==> src/logic/tpq_pkg.sv <==
// package: constants and types for the touch probe edge qualifier
package tpq_pkg;
	// clock rate and millisecond tick
	localparam int CLK_HZ = 40_000_000;
	localparam int TICK_MS = 1;
	localparam int TICK_CYCLES = CLK_HZ / 1000 * TICK_MS;
	localparam int TICK_W = 16;
	// apb register byte offsets
	localparam logic [7:0] OFS_CTRL = 8'h00;
	localparam logic [7:0] OFS_TIME0 = 8'h04;
	localparam logic [7:0] OFS_TIME1 = 8'h08;
	localparam logic [7:0] OFS_DIRF = 8'h0C;
	localparam logic [7:0] OFS_STAT = 8'h10;
	localparam logic [7:0] OFS_MASK = 8'h14;
	localparam logic [7:0] OFS_LEVEL = 8'h18;
	// field positions
	localparam int CTRL_TYPE0 = 0;
	localparam int CTRL_TYPE1 = 2;
	localparam int CTRL_DIR0 = 4;
	localparam int CTRL_DIR1 = 5;
	localparam int TIME_DEB = 0;
	localparam int TIME_SPC = 16;
	localparam int STAT_HIT0 = 0;
	localparam int STAT_HIT1 = 1;
	localparam int STAT_DCH0 = 2;
	localparam int STAT_DCH1 = 3;
	// reset values
	localparam logic [31:0] CTRL_RST = 32'h0000_0000;
	localparam logic [31:0] TIME_RST = 32'h0000_0032;
	localparam logic [15:0] DIRF_RST = 16'h0028;
	localparam logic [3:0] MASK_RST = 4'h0;
	// edge selection
	typedef enum logic [1:0] {
		EDGE_OFF = 2'b00,
		EDGE_RISE = 2'b01,
		EDGE_FALL = 2'b10,
		EDGE_BOTH = 2'b11
	} tpq_edge_t;
	// per-probe configuration
	typedef struct packed {
		tpq_edge_t edge_sel;
		logic [15:0] debounce_ms;
		logic [15:0] spacing_ms;
		logic [15:0] dir_factor;
	} tpq_cfg_t;
	// per-probe outputs
	typedef struct packed {
		logic hit;
		logic level;
		logic dir;
		logic dir_change;
	} tpq_evt_t;
endpackage

==> src/logic/tpq_channel.sv <==
// one probe channel: debounce, edge select, spacing, direction filter
`timescale 1ns/100ps
module tpq_channel
	import tpq_pkg::*;
(
	input wire logic clk, // system clock
	input wire logic rst, // sync reset
	input wire logic tick, // millisecond tick
	input wire logic probe_sync, // synchronised contact level
	input wire logic step_en, // motion increment pulse
	input wire logic step_dir, // increment direction
	input wire tpq_cfg_t cfg, // configuration
	output tpq_evt_t evt // event outputs
);
	typedef enum logic [1:0] {
		ST_IDLE = 2'b00,
		ST_SETTLE = 2'b01,
		ST_SPACE = 2'b10
	} tpq_st_t;

	tpq_st_t st_reg, st_next;
	logic level_reg, level_next;
	logic [16:0] cnt_reg, cnt_next; // spare bit so limit plus one fits
	logic hit_reg, hit_next;
	logic dir_reg, dir_next;
	logic [15:0] dcnt_reg, dcnt_next;
	logic dch_reg, dch_next;
	logic edge_ok;

	// interval over: zero means none, else one tick past the limit,
	// so the free-running tick can never cut the time short
	function automatic logic elapsed(input logic [16:0] cnt,
		input logic [15:0] lim);
		elapsed = (lim == 16'h0000) || (cnt > {1'b0, lim});
	endfunction

	// debounce, qualify and space hits
	always_comb begin
		st_next = st_reg;
		level_next = level_reg;
		cnt_next = cnt_reg;
		hit_next = 1'b0;
		edge_ok = 1'b0;
		case (st_reg)
			ST_IDLE: begin
				if (probe_sync != level_reg) begin
					cnt_next = 17'h0_0000;
					st_next = ST_SETTLE;
				end
			end
			ST_SETTLE: begin
				if (probe_sync == level_reg) begin
					st_next = ST_IDLE;
				end else if (elapsed(cnt_reg, cfg.debounce_ms)) begin
					level_next = probe_sync;
					case (cfg.edge_sel)
						EDGE_RISE: edge_ok = probe_sync;
						EDGE_FALL: edge_ok = ~probe_sync;
						EDGE_BOTH: edge_ok = 1'b1;
						default: edge_ok = 1'b0;
					endcase
					hit_next = edge_ok;
					cnt_next = 17'h0_0000;
					st_next = edge_ok ? ST_SPACE : ST_IDLE;
				end else if (tick) begin
					cnt_next = cnt_reg + 17'h0_0001;
				end
			end
			ST_SPACE: begin
				if (elapsed(cnt_reg, cfg.spacing_ms)) begin
					st_next = ST_IDLE;
				end else if (tick) begin
					cnt_next = cnt_reg + 17'h0_0001;
				end
			end
			default: st_next = ST_IDLE;
		endcase
	end

	// direction filter for tip compensation
	always_comb begin
		dir_next = dir_reg;
		dcnt_next = dcnt_reg;
		dch_next = 1'b0;
		if (step_en) begin
			if (step_dir == dir_reg) begin
				dcnt_next = 16'h0000;
			end else if (dcnt_reg + 16'h0001 >= cfg.dir_factor) begin
				dir_next = step_dir;
				dcnt_next = 16'h0000;
				dch_next = 1'b1;
			end else begin
				dcnt_next = dcnt_reg + 16'h0001;
			end
		end
	end

	// registers
	always_ff @(posedge clk) begin
		if (rst) begin
			st_reg <= ST_IDLE;
			level_reg <= 1'b0;
			cnt_reg <= 17'h0_0000;
			hit_reg <= 1'b0;
			dir_reg <= 1'b0;
			dcnt_reg <= 16'h0000;
			dch_reg <= 1'b0;
		end else begin
			st_reg <= st_next;
			level_reg <= level_next;
			cnt_reg <= cnt_next;
			hit_reg <= hit_next;
			dir_reg <= dir_next;
			dcnt_reg <= dcnt_next;
			dch_reg <= dch_next;
		end
	end

	assign evt = '{hit: hit_reg, level: level_reg, dir: dir_reg,
		dir_change: dch_reg};
endmodule

==> src/logic/tpq_top.sv <==
// top: apb registers, tick divider, pin sync, two probe channels
`timescale 1ns/100ps
module tpq_top
	import tpq_pkg::*;
#(
	parameter int NUM_PROBES = 2,
	parameter int TICK_DIV = TICK_CYCLES
)(
	input wire logic CLK, // system clock
	input wire logic RST, // sync reset, high
	input wire logic [1:0] PROBE_IN, // probe contacts, async
	input wire logic [1:0] STEP_EN, // motion increment pulses
	input wire logic [1:0] STEP_DIR, // increment directions
	input wire logic PSEL, // apb select
	input wire logic PENABLE, // apb enable
	input wire logic PWRITE, // apb direction
	input wire logic [7:0] PADDR, // apb address
	input wire logic [31:0] PWDATA, // apb write data
	output logic [31:0] PRDATA, // apb read data
	output logic PREADY, // apb ready
	output logic PSLVERR, // apb error
	output logic [1:0] HIT, // qualified hit pulses
	output logic [1:0] DIR_OUT, // accepted directions
	output logic IRQ // interrupt level
);
	logic [2:0] sync0_reg, sync0_next, sync1_reg, sync1_next;
	logic [1:0] probe_sync;
	logic [15:0] div_reg, div_next;
	logic tick_reg, tick_next;
	logic [31:0] ctrl_reg, ctrl_next;
	logic [31:0] time0_reg, time0_next, time1_reg, time1_next;
	logic [15:0] dirf_reg, dirf_next;
	logic [3:0] stat_reg, stat_next, mask_reg, mask_next;
	logic [31:0] rdata_reg, rdata_next;
	logic ready_reg, ready_next, err_reg, err_next;
	logic irq_reg, irq_next;
	logic [1:0] hit_reg, hit_next, dir_reg, dir_next;
	tpq_cfg_t cfg [2];
	tpq_evt_t evt [2];
	logic [3:0] events;
	logic acc, wr, rd;

	// true for a mapped register address
	function automatic logic addr_ok(input logic [7:0] a);
		addr_ok = (a == OFS_CTRL) || (a == OFS_TIME0) ||
			(a == OFS_TIME1) || (a == OFS_DIRF) || (a == OFS_STAT) ||
			(a == OFS_MASK) || (a == OFS_LEVEL);
	endfunction

	// three-stage pin sync; change counts when stages 2 and 3 agree
	always_comb begin
		sync0_next = {sync0_reg[1:0], PROBE_IN[0]};
		sync1_next = {sync1_reg[1:0], PROBE_IN[1]};
	end
	assign probe_sync[0] = (sync0_reg[2] == sync0_reg[1]) ?
		sync0_reg[2] : evt[0].level;
	assign probe_sync[1] = (sync1_reg[2] == sync1_reg[1]) ?
		sync1_reg[2] : evt[1].level;

	always_comb begin
		tick_next = 1'b0;
		div_next = div_reg + 16'h0001;
		if (div_reg == 16'(TICK_DIV - 1)) begin
			div_next = 16'h0000;
			tick_next = 1'b1;
		end
	end

	// each probe has its own edge type and timing; both share the direction factor
	always_comb begin
		cfg[0] = '{edge_sel: tpq_edge_t'(ctrl_reg[CTRL_TYPE0+:2]),
			debounce_ms: time0_reg[TIME_DEB+:16],
			spacing_ms: time0_reg[TIME_SPC+:16], dir_factor: dirf_reg};
		cfg[1] = '{edge_sel: (NUM_PROBES > 1) ?
			tpq_edge_t'(ctrl_reg[CTRL_TYPE1+:2]) : EDGE_OFF,
			debounce_ms: time1_reg[TIME_DEB+:16],
			spacing_ms: time1_reg[TIME_SPC+:16], dir_factor: dirf_reg};
	end

	// probe channels
	for (genvar i = 0; i < 2; i++) begin : g_ch
		tpq_channel u_ch (
			.clk(CLK),
			.rst(RST),
			.tick(tick_reg),
			.probe_sync(probe_sync[i]),
			.step_en(STEP_EN[i]),
			.step_dir(STEP_DIR[i]),
			.cfg(cfg[i]),
			.evt(evt[i])
		);
	end

	assign events = {evt[1].dir_change, evt[0].dir_change,
		evt[1].hit, evt[0].hit};
	assign acc = PSEL && PENABLE && !ready_reg;
	assign wr = acc && PWRITE && addr_ok(PADDR);
	assign rd = acc && !PWRITE && addr_ok(PADDR);

	// apb slave, one wait state; status cleared by read, set wins
	always_comb begin
		ctrl_next = ctrl_reg;
		time0_next = time0_reg;
		time1_next = time1_reg;
		dirf_next = dirf_reg;
		mask_next = mask_reg;
		stat_next = stat_reg;
		rdata_next = rdata_reg;
		ready_next = acc;
		err_next = acc && !addr_ok(PADDR);
		if (wr) begin
			case (PADDR)
				OFS_CTRL: ctrl_next = {26'h0, PWDATA[5:0]};
				OFS_TIME0: time0_next = PWDATA;
				OFS_TIME1: time1_next = PWDATA;
				OFS_DIRF: dirf_next = PWDATA[15:0];
				OFS_MASK: mask_next = PWDATA[3:0];
				default: ;
			endcase
		end
		if (rd) begin
			case (PADDR)
				OFS_CTRL: rdata_next = ctrl_reg;
				OFS_TIME0: rdata_next = time0_reg;
				OFS_TIME1: rdata_next = time1_reg;
				OFS_DIRF: rdata_next = {16'h0000, dirf_reg};
				OFS_STAT: rdata_next = {28'h000_0000, stat_reg};
				OFS_MASK: rdata_next = {28'h000_0000, mask_reg};
				OFS_LEVEL: rdata_next = {28'h000_0000, evt[1].dir,
					evt[0].dir, evt[1].level, evt[0].level};
				default: rdata_next = 32'h0000_0000;
			endcase
			if (PADDR == OFS_STAT) begin
				stat_next = 4'h0;
			end
		end else if (acc) begin
			rdata_next = 32'h0000_0000;
		end
		stat_next = stat_next | events;
		irq_next = |(stat_next & mask_next);
		hit_next = events[1:0];
		dir_next = {evt[1].dir, evt[0].dir};
	end

	// registers
	always_ff @(posedge CLK) begin
		if (RST) begin
			sync0_reg <= 3'h0;
			sync1_reg <= 3'h0;
			div_reg <= 16'h0000;
			tick_reg <= 1'b0;
			ctrl_reg <= CTRL_RST;
			time0_reg <= TIME_RST;
			time1_reg <= TIME_RST;
			dirf_reg <= DIRF_RST;
			mask_reg <= MASK_RST;
			stat_reg <= 4'h0;
			rdata_reg <= 32'h0000_0000;
			ready_reg <= 1'b0;
			err_reg <= 1'b0;
			irq_reg <= 1'b0;
			hit_reg <= 2'h0;
			dir_reg <= 2'h0;
		end else begin
			sync0_reg <= sync0_next;
			sync1_reg <= sync1_next;
			div_reg <= div_next;
			tick_reg <= tick_next;
			ctrl_reg <= ctrl_next;
			time0_reg <= time0_next;
			time1_reg <= time1_next;
			dirf_reg <= dirf_next;
			mask_reg <= mask_next;
			stat_reg <= stat_next;
			rdata_reg <= rdata_next;
			ready_reg <= ready_next;
			err_reg <= err_next;
			irq_reg <= irq_next;
			hit_reg <= hit_next;
			dir_reg <= dir_next;
		end
	end

	assign PRDATA = rdata_reg;
	assign PREADY = ready_reg;
	assign PSLVERR = err_reg;
	assign HIT = hit_reg;
	assign DIR_OUT = dir_reg;
	assign IRQ = irq_reg;
endmodule
==> config.mk <==
export PLATFORM = sky130hd
export DESIGN_NAME = tpq_top
export DESIGN_NICKNAME = d
export VERILOG_FILES = /design/src/logic/tpq_pkg.sv /design/src/logic/tpq_channel.sv /design/src/logic/tpq_top.sv
export SDC_FILE = /design/constraint.sdc
export NUM_CORES = 1
export LEC_CHECK = 0
export BUFFER_PORTS_ARGS = -buffer_cell sky130_fd_sc_hd__buf_2
export CAP_MARGIN = 15
export CORE_ASPECT_RATIO = 1.4
export CORE_UTILIZATION = 40
export CTS_BUF_LIST = sky130_fd_sc_hd__clkbuf_4 sky130_fd_sc_hd__clkbuf_8
export CTS_CLUSTER_SIZE = 8
export DETAILED_ROUTE_END_ITERATION = 16
export GPL_TIMING_DRIVEN = 0
export PLACE_DENSITY = 0.58
export SYNTH_ARGS = -nofsm -noshare
export SYNTH_HDL_FRONTEND = slang
export SYNTH_SLANG_ARGS = --single-unit
==> constraint.sdc <==
create_clock -name CLK -period 4.5 [get_ports CLK]
set_input_delay 0.225 -clock CLK [delete_from_list [all_inputs] [get_ports CLK]]
set_output_delay 0.225 -clock CLK [all_outputs]
set_load 0.01 [all_outputs]
# Yosys cells after proc, flatten, opt, wreduce, memory -nomap -nowiden
# Index checks and enable logic that the tools add are counted.
[totals]
ff_bits = 234
inputBits = 51
output_inout_bits = 39
elab_cells = 186
[classes]
n_addsub = 5
order_cmp = 6
n_eq_ne = 35
n_mux = 48
bitwise_logic = 14
reduce_logical = 48
[ops]
columns = ["operator", "n"]
rows = [
  ["32-bit case mux with 7 select lines", 1],
  ["17-bit two-way mux", 10],
  ["17-bit case mux with 3 select lines", 2],
  ["17-bit by 16-bit greater-than comparator with 1-bit output", 4],
  ["16-bit zero test", 4],
  ["16-bit two-way mux", 4],
  ["32-bit two-way mux", 2],
  ["16-bit by 1-bit adder with 16-bit output, second input constant", 3],
  ["17-bit by 1-bit adder with 17-bit output, second input constant", 2],
  ["16-bit >= comparator", 2],
  ["8-bit by 5-bit equality test with 1-bit output, second input constant", 3],
  ["2-bit two-way mux", 10],
  ["3-bit AND reduction", 6],
  ["16-bit equality test, second input constant", 1],
  ["8-bit by 4-bit equality test with 1-bit output, second input constant", 2],
  ["4-bit two-way mux", 4],
  ["2-bit equality test, second input constant", 6],
  ["1-bit NOT", 12],
  ["2-bit case mux with 3 select lines", 2],
  ["4-bit OR reduction", 3],
  ["1-bit two-way mux", 11],
  ["1-bit logical OR", 10],
  ["2-bit by 1-bit equality test with 1-bit output, second input constant", 4],
  ["8-bit by 3-bit equality test with 1-bit output, second input constant", 1],
  ["other kinds (18)", 47],
]

# Depth between registers and ports, before layout
# Gate-level depths: netlist of run 1.
[logic_depth]
word_depth = 12
depth_mapped = 16
mapped_depth_nobuf = 15

# Hierarchy
# A second synthesis of run 1 with hierarchy kept.
[unflattened]
hier_cells = 1570
hier_area_um2 = 13018.7
[modules_own_cells]
columns = ["mod", "instances", "cells_per_inst", "area_each_um2", "seq_area_each_um2"]
rows = [
  ["tpq_top", 1, 709, 6190.9, 3123.0],
  ["tpq_channel (g_ch[0].u_ch)", 1, 448, 3477.1, 780.7],
  ["tpq_channel (g_ch[1].u_ch)", 1, 413, 3350.7, 780.7],
]

# Worst setup path before layout of run 1
# OpenSTA, ideal clock, no wires.
[synth_timing]
kind = "flip-flop to flip-flop"
startpoint = "reg g_ch[0].u_ch.dcnt_reg[4]"
endpoint = "reg g_ch[0].u_ch.dcnt_reg[14]"
setup_ps = 117
arrival_ps = 3108
required_time_ps = 4383
setup_slack_ps = 1275
stages_incl_launch_ff = 15
n_path_buf = 1
period_less_slack_ps = 3225
cell_sequence = "dfxtp_1 and3_1 and3_1 and4_1 and3_1 nand3_1 and2_1 or2_2 ha_1 nand4_1 a21o_1 o21ai_0 nor2_1 clkbuf_1 a32o_1"
[synth_via]
elab_chain_len = 4
[synth_lines]
columns = ["item", "line_no", "text"]
rows = [
  ["start, declared", "tpq_channel.sv:26", "logic [15:0] dcnt_reg, dcnt_next;"],
  ["start signal, assigned", "tpq_channel.sv:114", "dcnt_reg <= dcnt_next;"],
  ["16-bit by 1-bit adder with 16-bit output *", "tpq_channel.sv:88, tpq_channel.sv:93", ""],
  ["16-bit >= comparator", "tpq_channel.sv:88", "end else if (dcnt_reg + 16'h0001 >= cfg.dir_factor) begin"],
  ["16-bit two-way mux *", "tpq_channel.sv:88", ""],
  ["16-bit two-way mux *", "tpq_channel.sv:86", "if (step_dir == dir_reg) begin"],
]
# Mark *: on every way between the ends. The rest lies on a longest branch, timed or not.
# A chain may end at the register's enable or synchronous reset.

# Worst setup path in the final report of run 1
[layout_timing]
startpoint = "reg g_ch[0].u_ch.dcnt_reg[4]"
endpoint = "reg g_ch[0].u_ch.dir_reg"
[layout_via]
elab_chain_len = 3
[layout_lines]
columns = ["item", "line_no", "text"]
rows = [
  ["16-bit by 1-bit adder with 16-bit output", "tpq_channel.sv:88", ""],
  ["16-bit >= comparator", "tpq_channel.sv:88", ""],
  ["3-bit AND reduction (no source line)", "n/a", ""],
  ["end signal, assigned", "tpq_channel.sv:113", "dir_reg <= dir_next;"],
  ["end, declared", "tpq_channel.sv:25", "logic dir_reg, dir_next;"],
]
# No other way between the ends.

==> impl_metrics.yaml, run 1 <==
outcome:
  outcome: "finished, final reports clean"
power_and_ir_drop:
  power_leakage_uw: 0.005817
  ir_drop_mv: 0.1739
  power_density_nw_per_um2: 312.6
  p_total_uw: 4554
grt:
  grt_use_met2_pct: 43.56
  grt_usage_pct: 24.69
  grt_pass1_vias: 11320
  busiest_layer: "met2"
  antenna_found_initial: 0
  grt_pass1_wl_um: 59720
  overflow: 0
  met1_usage_pct: 28.17
  grt_max_degree: 12
  met3_usage_pct: 3.696
layout:
  nets: 1858
  fill_cells: 2957
  largest_reg_flops: 34
  antenna_cells: 0
  area_delta_synth_final_pct: 18.23
  layout-drive-gt1-share_pct: 11.04
logic_synthesis:
  syn_inst: 1529
  synthDistinctLibCells: 68
  netlist.area_leader.share_pct: 38.02
  ys_seq_area_share_pct: 38.02
  synthesis.area_um2: 12320
  synth_flop_cell: "dfxtp_1"
  synth_enable_flop_cells: 0
  syn_nets: 1689
  ys_warn_count: 0
  ys_ff_latch: 234
  post_synth.cell_area_avg_um2: 8.058
  async_flop_share_pct: 0
  synth_area_leaders: "dfxtp_1 38%, ha_1 11%, nand2_1 6.9%"
  synth_top_cell_by_area: "dfxtp_1"
timing:
  fin_tns_setup_ns: 0
  skew_ns: 0.03293
  slew_violations: 0
  min_period_over_period_pct: 94.42
  slew_headroom_pct: 21.38
  setup-violations-final: 0
  worst_slew_pin_slew_ns: 1.170
  setup_ws_ns: 0.2512
  hold_violations: 0
  rsz0062_at_grt: "no"
  period_minus_slack_ns: 4.249
  fmax_ghz: 0.2354
floorplan:
  rows: 75
  die-area_um2: 31520
  io_pins: 90
  fp.dieW_um: 150.3
  start_util_pct: 40.90
  coreArea_um2: 30120
  die_height_um: 209.7
drt:
  dr.pass1.iters: 5
  avgRoutedWirePerCell_um: 18.22
  drt-total-wl_um: 38530
  routed_via_density: 5.423
  drc: 0
  num_vias: 11470
  first_iter_violations: 559
  ant_nets: 0
clock_network:
  cts_root_buf: "clkbuf_8"
  cts_buffers: 43
  htreeDepth: 2
  clkSinkCount: 234
  clk-insertion-delay-late_ns: 0.59
  clk_pin_slew_ns: 0.06
  cts_tree: "yes"
  cts_buffer_depth: 3
placed_design:
  port_buffers: 87
  routabilityCongestion: 0.8868
  dp_slack_ns: 0.6753
  dp_hpwl_um: 29450
setup_path:
  critical_path_class: "reg2reg"
  critPathRequiredTime_ns: 5.01
  end_kind: "flop"
  crit_arrival_ns: 4.76
  cp-start-kind: "flop"
  cp_max_fo: 6
min_path:
  min_path_type: "in2reg"
flow_run:
  maxCapViolations: 0
where the power goes:
| part | switching, µW | internal (µW) |
|---|---|---|
| clock network | 952 | 1300 |
| logic | 134 | 75.8 |
| registers | 8.76 | 2080 |
area by class of cell:
| type | count | area, µm² | area share, % |
|---|---|---|---|
| Clock inverter | 14 | 126.4 | 0.8675 |
| Inverter | 103 | 386.6 | 2.654 |
| Clock buffer | 63 | 829.5 | 5.695 |
| Timing Repair Buffer | 124 | 805.8 | 5.532 |
| Multi-Input combinational cell | 1132 | 7020 | 48.20 |
| Tap cell | 385 | 481.7 | 3.307 |
| Buffer | 60 | 231.5 | 1.589 |
| Sequential cell | 234 | 4684 | 32.16 |
cells in the final DEF (no fill, tap or decap), types with 16 or more instances in the layout:
master           n
a22oi_1         44
nor3_1          28
o21ai_0         23
ha_1           109
nor2_1         176
and3_1          20
xor2_1          26
nor4_1          23
nand2_1        228
mux2i_1         19
clkbuf_1        52
nand3_1         33
a22o_1          16
clkbuf_8        57
xnor2_1         37
nand4_1         29
buf_2           92
dfxtp_1        234
inv_1          101
dlygate4sd3_1   37
a21o_1          29
a21oi_1        156
through the flow:
step                cells  instance area [µm²]  hold WS [ns]  util (%)
floorplan            1529                12320        0.3532         -
global placement     2001                13240        0.4218     43.95
detailed placement   2001                13240        0.4237     43.95
CTS                  2115                14560       0.02152     48.35
global route         2115                14570       0.03200     48.36
finish               2115                14570       0.04251     48.36
worst paths after layout:
path	slack (ns)	from	depth (start not counted)	to
hold reg to reg	0.43	sync0_reg[0]	1	sync0_reg[1]
setup reg to reg	0.25	g_ch[0].u_ch.dcnt_reg[4]	15	g_ch[0].u_ch.dir_reg
hold / removal	0.04	STEP_DIR[1]	3	g_ch[1].u_ch.dir_reg
setup / recovery	0.25	g_ch[0].u_ch.dcnt_reg[4]	15	g_ch[0].u_ch.dir_reg
what timing repair did:
item	4_1_cts	5_1_grt
gates resized for setup	0	2
endpoints found under the hold margin	85	0
endpoints found under the setup margin	0	1
hold buffers	37	0
setup buffers	0	0
critical path, stage by stage (launching register included):
cell	delay (ns)
dfxtp_1	0.42
and3_1	0.23
and3_1	0.20
and4_1	0.28
and3_1	0.26
nand3_1	0.12
and2_1	0.19
or2_2	0.32
ha_1	0.30
nand4_1	0.10
a21o_1	0.20
o21ai_1	0.23
nand3_1	0.10
dlygate4sd3_1	0.56
a21oi_1	0.12
dlygate4sd3_1	0.56
metal layers:
metal	part of all wire [%]	up-vias
li1	-	5680
met2	49	299
met5	0	-
met4	5.5	0
met3	4.3	110
met1	41	5380
cells in the mapped netlist (12+ instances only):
cell type  number
a21o_1         29
a21oi_1       156
a22o_1         16
a22oi_1        44
and3_1         20
clkbuf_1       52
dfxtp_1       234
ha_1          109
inv_1         101
mux2i_1        19
nand2_1       228
nand3_1        33
nand4_1        29
nor2_1        177
nor2b_1        15
nor3_1         28
nor4_1         23
o211ai_1       12
o21ai_0        24
xnor2_1        37
xor2_1         26
cell families after synthesis:
family | synth area share, %
XOR/XNOR | 4.479
AO/OA/AOI/OAI | 17.11
multiplexers | 1.635
buffers and inverters | 5.017
flip-flops | 38.02
AND/OR/NAND/NOR | 22.67
adder cells (fa/ha/maj) | 11.07
(Power assumes the default switching activity.)
==> run 2: changes to the inputs <==
==> constraint.sdc (replaced) <==
create_clock -name CLK -period 5.01 [get_ports CLK]
set_input_delay 0.2505 -clock CLK [delete_from_list [all_inputs] [get_ports CLK]]
set_output_delay 0.2505 -clock CLK [all_outputs]
set_load 0.01 [all_outputs]
==> impl_metrics.yaml, run 2 (same netlist as run 1, synthesis figures left out) <==
power_and_ir_drop:
  comb_power_share_pct: 4.6
  switching_share_pct: 24.06
  cellInternalPower_uw: 3107
  power_density_nw_per_um2: 281.3
  ir_drop_mv: 0.1556
  power_leakage_uw: 0.005806
  p_switching_uw: 984.2
  seq_power_share_pct: 45.9
  clockPowerShare_pct: 49.5
timing:
  skew_ns: 0.02959
  hold_violations: 0
  worst_slew_pin_slew_ns: 1.160
  setup-violations-final: 0
  slew_violations: 0
  slew_headroom_pct: 22.05
  fin_tns_setup_ns: 0
  min_period_over_period_pct: 77.11
  whs_ns: 0.04774
  setup_ws_ns: 1.147
  fmax_ghz: 0.2588
  rsz0062_at_grt: "no"
  period_minus_slack_ns: 3.863
layout:
  area_delta_synth_final_pct: 18.05
  final_cell_mix: "234 x dfxtp_1, 228 x nand2_1, 177 x nor2_1, 156 x a21oi_1, 109 x ha_1"
  utilization_pct: 48.28
  multi_input_area_um2: 7018
  nets: 1856
  final_cells: 2113
  antenna_cells: 0
  largest_reg_flops: 34
  fill_cells: 2960
  layout-drive-gt1-share_pct: 11.00
  register_area_um2: 4684
  layout_commonest_cell: "dfxtp_1"
setup_path:
  crit_arrival_ns: 4.35
  r2r_cells: 14
  cp_max_fo: 10
  reg2reg_from: "g_ch[0].u_ch.dcnt_reg[0]"
  end_kind: "flop"
  r2r_end: "g_ch[0].u_ch.dcnt_reg[15]"
  cp-start-kind: "flop"
  critPathRequiredTime_ns: 5.49
  critPathSlowestCell: "clkbuf_1"
  crit_family: "simple AND/OR/NAND/NOR gates"
  crit_chain: "nand3_1 -> nor2_1 -> and4_1 -> and3_1 -> nand3_1 -> and2_1 -> or2_2 -> ha_1 -> a21oi_1 -> o21ai_0 -> nor2_1 -> clkbuf_1 -> o21ai_0 -> a21oi_1"
  r2r_slack_ns: 1.15
  crit_path_max_incr_delay_ns: 0.44
  critical_path_class: "reg2reg"
  path_buf_inv: 1
clock_network:
  clkSinkCount: 234
  cts_tree: "yes"
  cts_setup_buffers: 0
  cts_buffer_depth: 3
  cts_root_buf: "clkbuf_8"
  cts_buffers: 43
  htreeDepth: 2
  clk-insertion-delay-late_ns: 0.58
  clk_pin_slew_ns: 0.06
grt:
  met3_usage_pct: 3.717
  busiest_layer: "met2"
  grt_use_met2_pct: 43.52
  grt_usage_pct: 24.68
  overflow: 0
  grt_pass1_wl_um: 59700
  grt_pass1_vias: 11310
  antenna_found_initial: 0
  met1_usage_pct: 28.17
  grt_max_degree: 12
placed_design:
  dp_hpwl_um: 29450
  dp_slack_ns: 1.185
  dp.cells: 2001
  routabilityCongestion: 0.8868
  port_buffers: 87
floorplan:
  coreArea_um2: 30120
  io_pins: 90
  start_util_pct: 40.90
  die-area_um2: 31520
  fp.dieW_um: 150.3
  rows: 75
  die_height_um: 209.7
drt:
  first_iter_violations: 583
  drc: 0
  avgRoutedWirePerCell_um: 18.23
  num_vias: 11470
  ant_nets: 0
  dr.pass1.iters: 5
  routed_via_density: 5.427
  drt-total-wl_um: 38520
min_path:
  hold_end: "dirf_reg[1]"
  min_path_type: "in2reg"
  hp-start: "PWDATA[1]"
  hold_depth: 3
outcome:
  outcome: "finished, final reports clean"
flow_run:
  maxCapViolations: 0
run 2: cell count changes in the layout (fill, tap and decap cells not counted), sizes merged:
cell,before,now
dlygate4sd3,37,35
run 2: worst max-delay path by stage:
stage                        startpoint                        end  cells past startpoint
2_1_floorplan  g_ch[0].u_ch.dcnt_reg[4]  g_ch[0].u_ch.dcnt_reg[14]                     14
3_3_place_gp   g_ch[1].u_ch.dcnt_reg[0]   g_ch[1].u_ch.dcnt_reg[3]                     13
3_5_place_dp   g_ch[0].u_ch.dcnt_reg[2]  g_ch[0].u_ch.dcnt_reg[15]                     14
4_1_cts        g_ch[0].u_ch.dcnt_reg[0]       g_ch[0].u_ch.dir_reg                     14
5_1_grt        g_ch[0].u_ch.dcnt_reg[0]  g_ch[0].u_ch.dcnt_reg[15]                     14
6_report       g_ch[0].u_ch.dcnt_reg[0]  g_ch[0].u_ch.dcnt_reg[15]                     14
run 2: repair_timing:
action / in CTS / in global routing
hold buffers: 35 / 0
endpoints found under the setup margin: 0 / 0
resized for setup: 0 / 0
endpoints found under the hold margin: 81 / 0
run 2: routing by layer:
metal	vias up	share of wire [%]
li1	5678	-
met2	309	49
met1	5373	41
met4	0	5.2
met5	-	0
met3	108	4.5
run 2: worst register-to-register path, cell delays in order, from the launching register on:
cell,delay [ns]
dfxtp_1,0.40
nand3_1,0.14
nor2_1,0.29
and4_1,0.32
and3_1,0.26
nand3_1,0.12
and2_1,0.19
or2_2,0.32
ha_1,0.30
a21oi_1,0.26
o21ai_0,0.23
nor2_1,0.18
clkbuf_1,0.44
o21ai_0,0.18
a21oi_1,0.15
run 2: layout make-up:
cell class | instances | share of cell area (%)
Multi-Input combinational cell | 1132 | 48.25
Sequential cell | 234 | 32.21
Timing Repair Buffer | 122 | 5.403
Clock buffer | 63 | 5.704
Buffer | 60 | 1.592
Clock inverter | 14 | 0.8689
Tap cell | 385 | 3.312
Inverter | 103 | 2.658
run 2: through the flow:
| step | total power, µW | cell area [µm²] |
|---|---|---|
| after floorplan | 2005 | 12320 |
| after CTS | 4124 | 14540 |
| final | 4091 | 14540 |
| after detailed placement | 2083 | 13240 |
| after global placement | 2082 | 13240 |
| after global routing | 4226 | 14540 |
run 2: power by group through the flow:
stage / sequential [µW] / combinational, µW / clock (µW)
detailed placement: 1920 / 165 / 0
finish: 1880 / 188 / 2030
CTS: 1880 / 186 / 2060
floorplan: 1920 / 88.7 / 0
global placement: 1920 / 165 / 0
global route: 1880 / 203 / 2150
==> run 3: changes to the inputs <==
==> constraint.sdc (replaced) <==
create_clock -name CLK -period 3.8 [get_ports CLK]
set_input_delay 0.19 -clock CLK [delete_from_list [all_inputs] [get_ports CLK]]
set_output_delay 0.19 -clock CLK [all_outputs]
set_load 0.01 [all_outputs]
==> impl_metrics.yaml, run 3 (same netlist as run 1, synthesis figures left out) <==
clock_network:
  cts_tree: "yes"
  htreeDepth: 2
  clk-insertion-delay-late_ns: 0.58
  clk_pin_slew_ns: 0.06
  clkSinkCount: 234
  cts_buffer_depth: 3
  cts_buffers: 43
  cts_root_buf: "clkbuf_8"
layout:
  nets: 1863
  fill_cells: 2950
  register_area_um2: 4684
  layout_commonest_cell: "dfxtp_1"
  multi_input_area_um2: 7048
  area_delta_synth_final_pct: 18.88
  layout-drive-gt1-share_pct: 11.53
  finalInstanceArea_um2: 14650
  largest_reg_flops: 34
  antenna_cells: 0
  final_cell_mix: "234 x dfxtp_1, 228 x nand2_1, 175 x nor2_1, 155 x a21oi_1, 109 x ha_1"
grt:
  grt_pass1_vias: 11350
  grt_pass1_wl_um: 59870
  met1_usage_pct: 28.16
  overflow: 0
  antenna_found_initial: 0
  grt_use_met2_pct: 43.46
  busiest_layer: "met2"
  grt_max_degree: 12
  grt_usage_pct: 24.74
  met3_usage_pct: 3.826
setup_path:
  crit_path_start: "g_ch[0].u_ch.dcnt_reg[4]"
  crit_arrival_ns: 3.94
  critical_path_class: "reg2reg"
  reg2reg_from: "g_ch[0].u_ch.dcnt_reg[4]"
  r2r_slack_ns: 0.28
  r2r_cells: 15
  end_kind: "flop"
  cp_max_fo: 10
  critPathRequiredTime_ns: 4.21
  r2r_end: "g_ch[0].u_ch.dcnt_reg[1]"
  cp-start-kind: "flop"
timing:
  slew_headroom_pct: 22.17
  period_minus_slack_ns: 3.523
  whs_ns: 0.1485
  slew_violations: 0
  min_period_over_period_pct: 92.71
  hold_violations: 0
  skew_ns: 0.02693
  setup-violations-final: 0
  rsz0062_at_grt: "no"
  worst_slew_pin_slew_ns: 1.158
  fmax_ghz: 0.2839
floorplan:
  die_height_um: 209.7
  coreArea_um2: 30120
  io_pins: 90
  start_util_pct: 40.90
  fp.dieW_um: 150.3
  die-area_um2: 31520
  rows: 75
drt:
  drc: 0
  first_iter_violations: 569
  avgRoutedWirePerCell_um: 18.19
  num_vias: 11480
  ant_nets: 0
  drt-total-wl_um: 38560
  routed_via_density: 5.413
  dr.pass1.iters: 6
flow_run:
  maxCapViolations: 0
power_and_ir_drop:
  switching_share_pct: 24.05
  p_total_uw: 5399
  p_switching_uw: 1299
  seq_power_share_pct: 45.8
  power_leakage_uw: 0.005849
  clockPowerShare_pct: 49.5
  ir_drop_mv: 0.2052
  cellInternalPower_uw: 4101
  power_density_nw_per_um2: 368.7
  comb_power_share_pct: 4.7
placed_design:
  place_area_um2: 13240
  dp_hpwl_um: 29450
  routabilityCongestion: 0.8868
  port_buffers: 87
min_path:
  hp-start: "RST"
  hold_end: "IRQ"
  hold_depth: 3
  min_path_type: "in2reg"
outcome:
  outcome: "finished, final reports clean"
## run 3: cell types whose count changed in the layout (fill, tap and decap cells not counted), moves of 2 or more
cell           previous run  this run
buf_4                     0         2
nor2_1                  177       175
clkbuf_1                 52        50
nor2_2                    0         2
dlygate4sd3_1            35        41
## run 3: final cells by class
class                   count  area share (%)
multi-input cells        1132           48.12
flip-flops and latches    234           31.98
repair buffers            130           5.877
clock buffers              63           5.664
well taps                 385           3.289
inverters                 103           2.640
plain buffers              59           1.563
clock inverters            14          0.8628
## run 3: how the worst max path moves through the flow
stage                                end  slack (ns)  cells after the start
5_1_grt         g_ch[0].u_ch.dcnt_reg[6]        0.03                     15
3_3_place_gp    g_ch[1].u_ch.dcnt_reg[3]        0.02                     13
4_1_cts        g_ch[1].u_ch.dcnt_reg[14]        0.02                     13
6_report        g_ch[0].u_ch.dcnt_reg[1]        0.28                     15
3_5_place_dp   g_ch[0].u_ch.dcnt_reg[15]       -0.02                     14
2_1_floorplan  g_ch[0].u_ch.dcnt_reg[14]        0.58                     14
## run 3: metrics by stage
stage / utilization, % / setup TNS (ns) / instances / setup WS, ns
detailed placement: 43.95 / -0.02496 / 2001 / -0.02468
global placement: 43.95 / 0 / 2001 / 0.02479
global route: 48.62 / 0 / 2120 / 0.03208
finish: 48.62 / 0 / 2120 / 0.2771
floorplan: - / 0 / 1529 / 0.5750
CTS: 48.54 / 0 / 2121 / 0.01881
## run 3: power by group through the flow
| stage | clock network [µW] | registers [µW] | logic, µW |
|---|---|---|---|
| floorplan | 0 | 2530 | 117 |
| global placement | 0 | 2530 | 217 |
| detailed placement | 0 | 2530 | 218 |
| CTS | 2720 | 2470 | 252 |
| global route | 2830 | 2470 | 274 |
| finish | 2670 | 2480 | 254 |
## run 3: metal layers
metal | part of all wire [%] | wire length [µm]
met1 | 41 | 15680
met2 | 49 | 18950
met3 | 4.7 | 1830
met4 | 5.5 | 2102
met5 | 0 | 0
## run 3: timing repair
action | CTS | global route
hold buffers | 41 | 0
pin swaps | 1 | 0
endpoints found under the hold margin | 90 | 0
endpoints found under the setup margin | 2 | 26
buffers inserted | 2 | 0
gates resized for setup | 1 | 8
## run 3: critical path: stages, from the launching register on
cell      delay, ns
dfxtp_1        0.42
and3_1         0.22
and3_1         0.21
and4_1         0.29
and3_1         0.26
nand3_1        0.12
and2_1         0.19
or2_2          0.32
ha_1           0.31
nand4_1        0.11
a21o_1         0.21
o21ai_2        0.18
nor2_1         0.08
clkbuf_2       0.21
a22oi_1        0.19
nor2_1         0.05
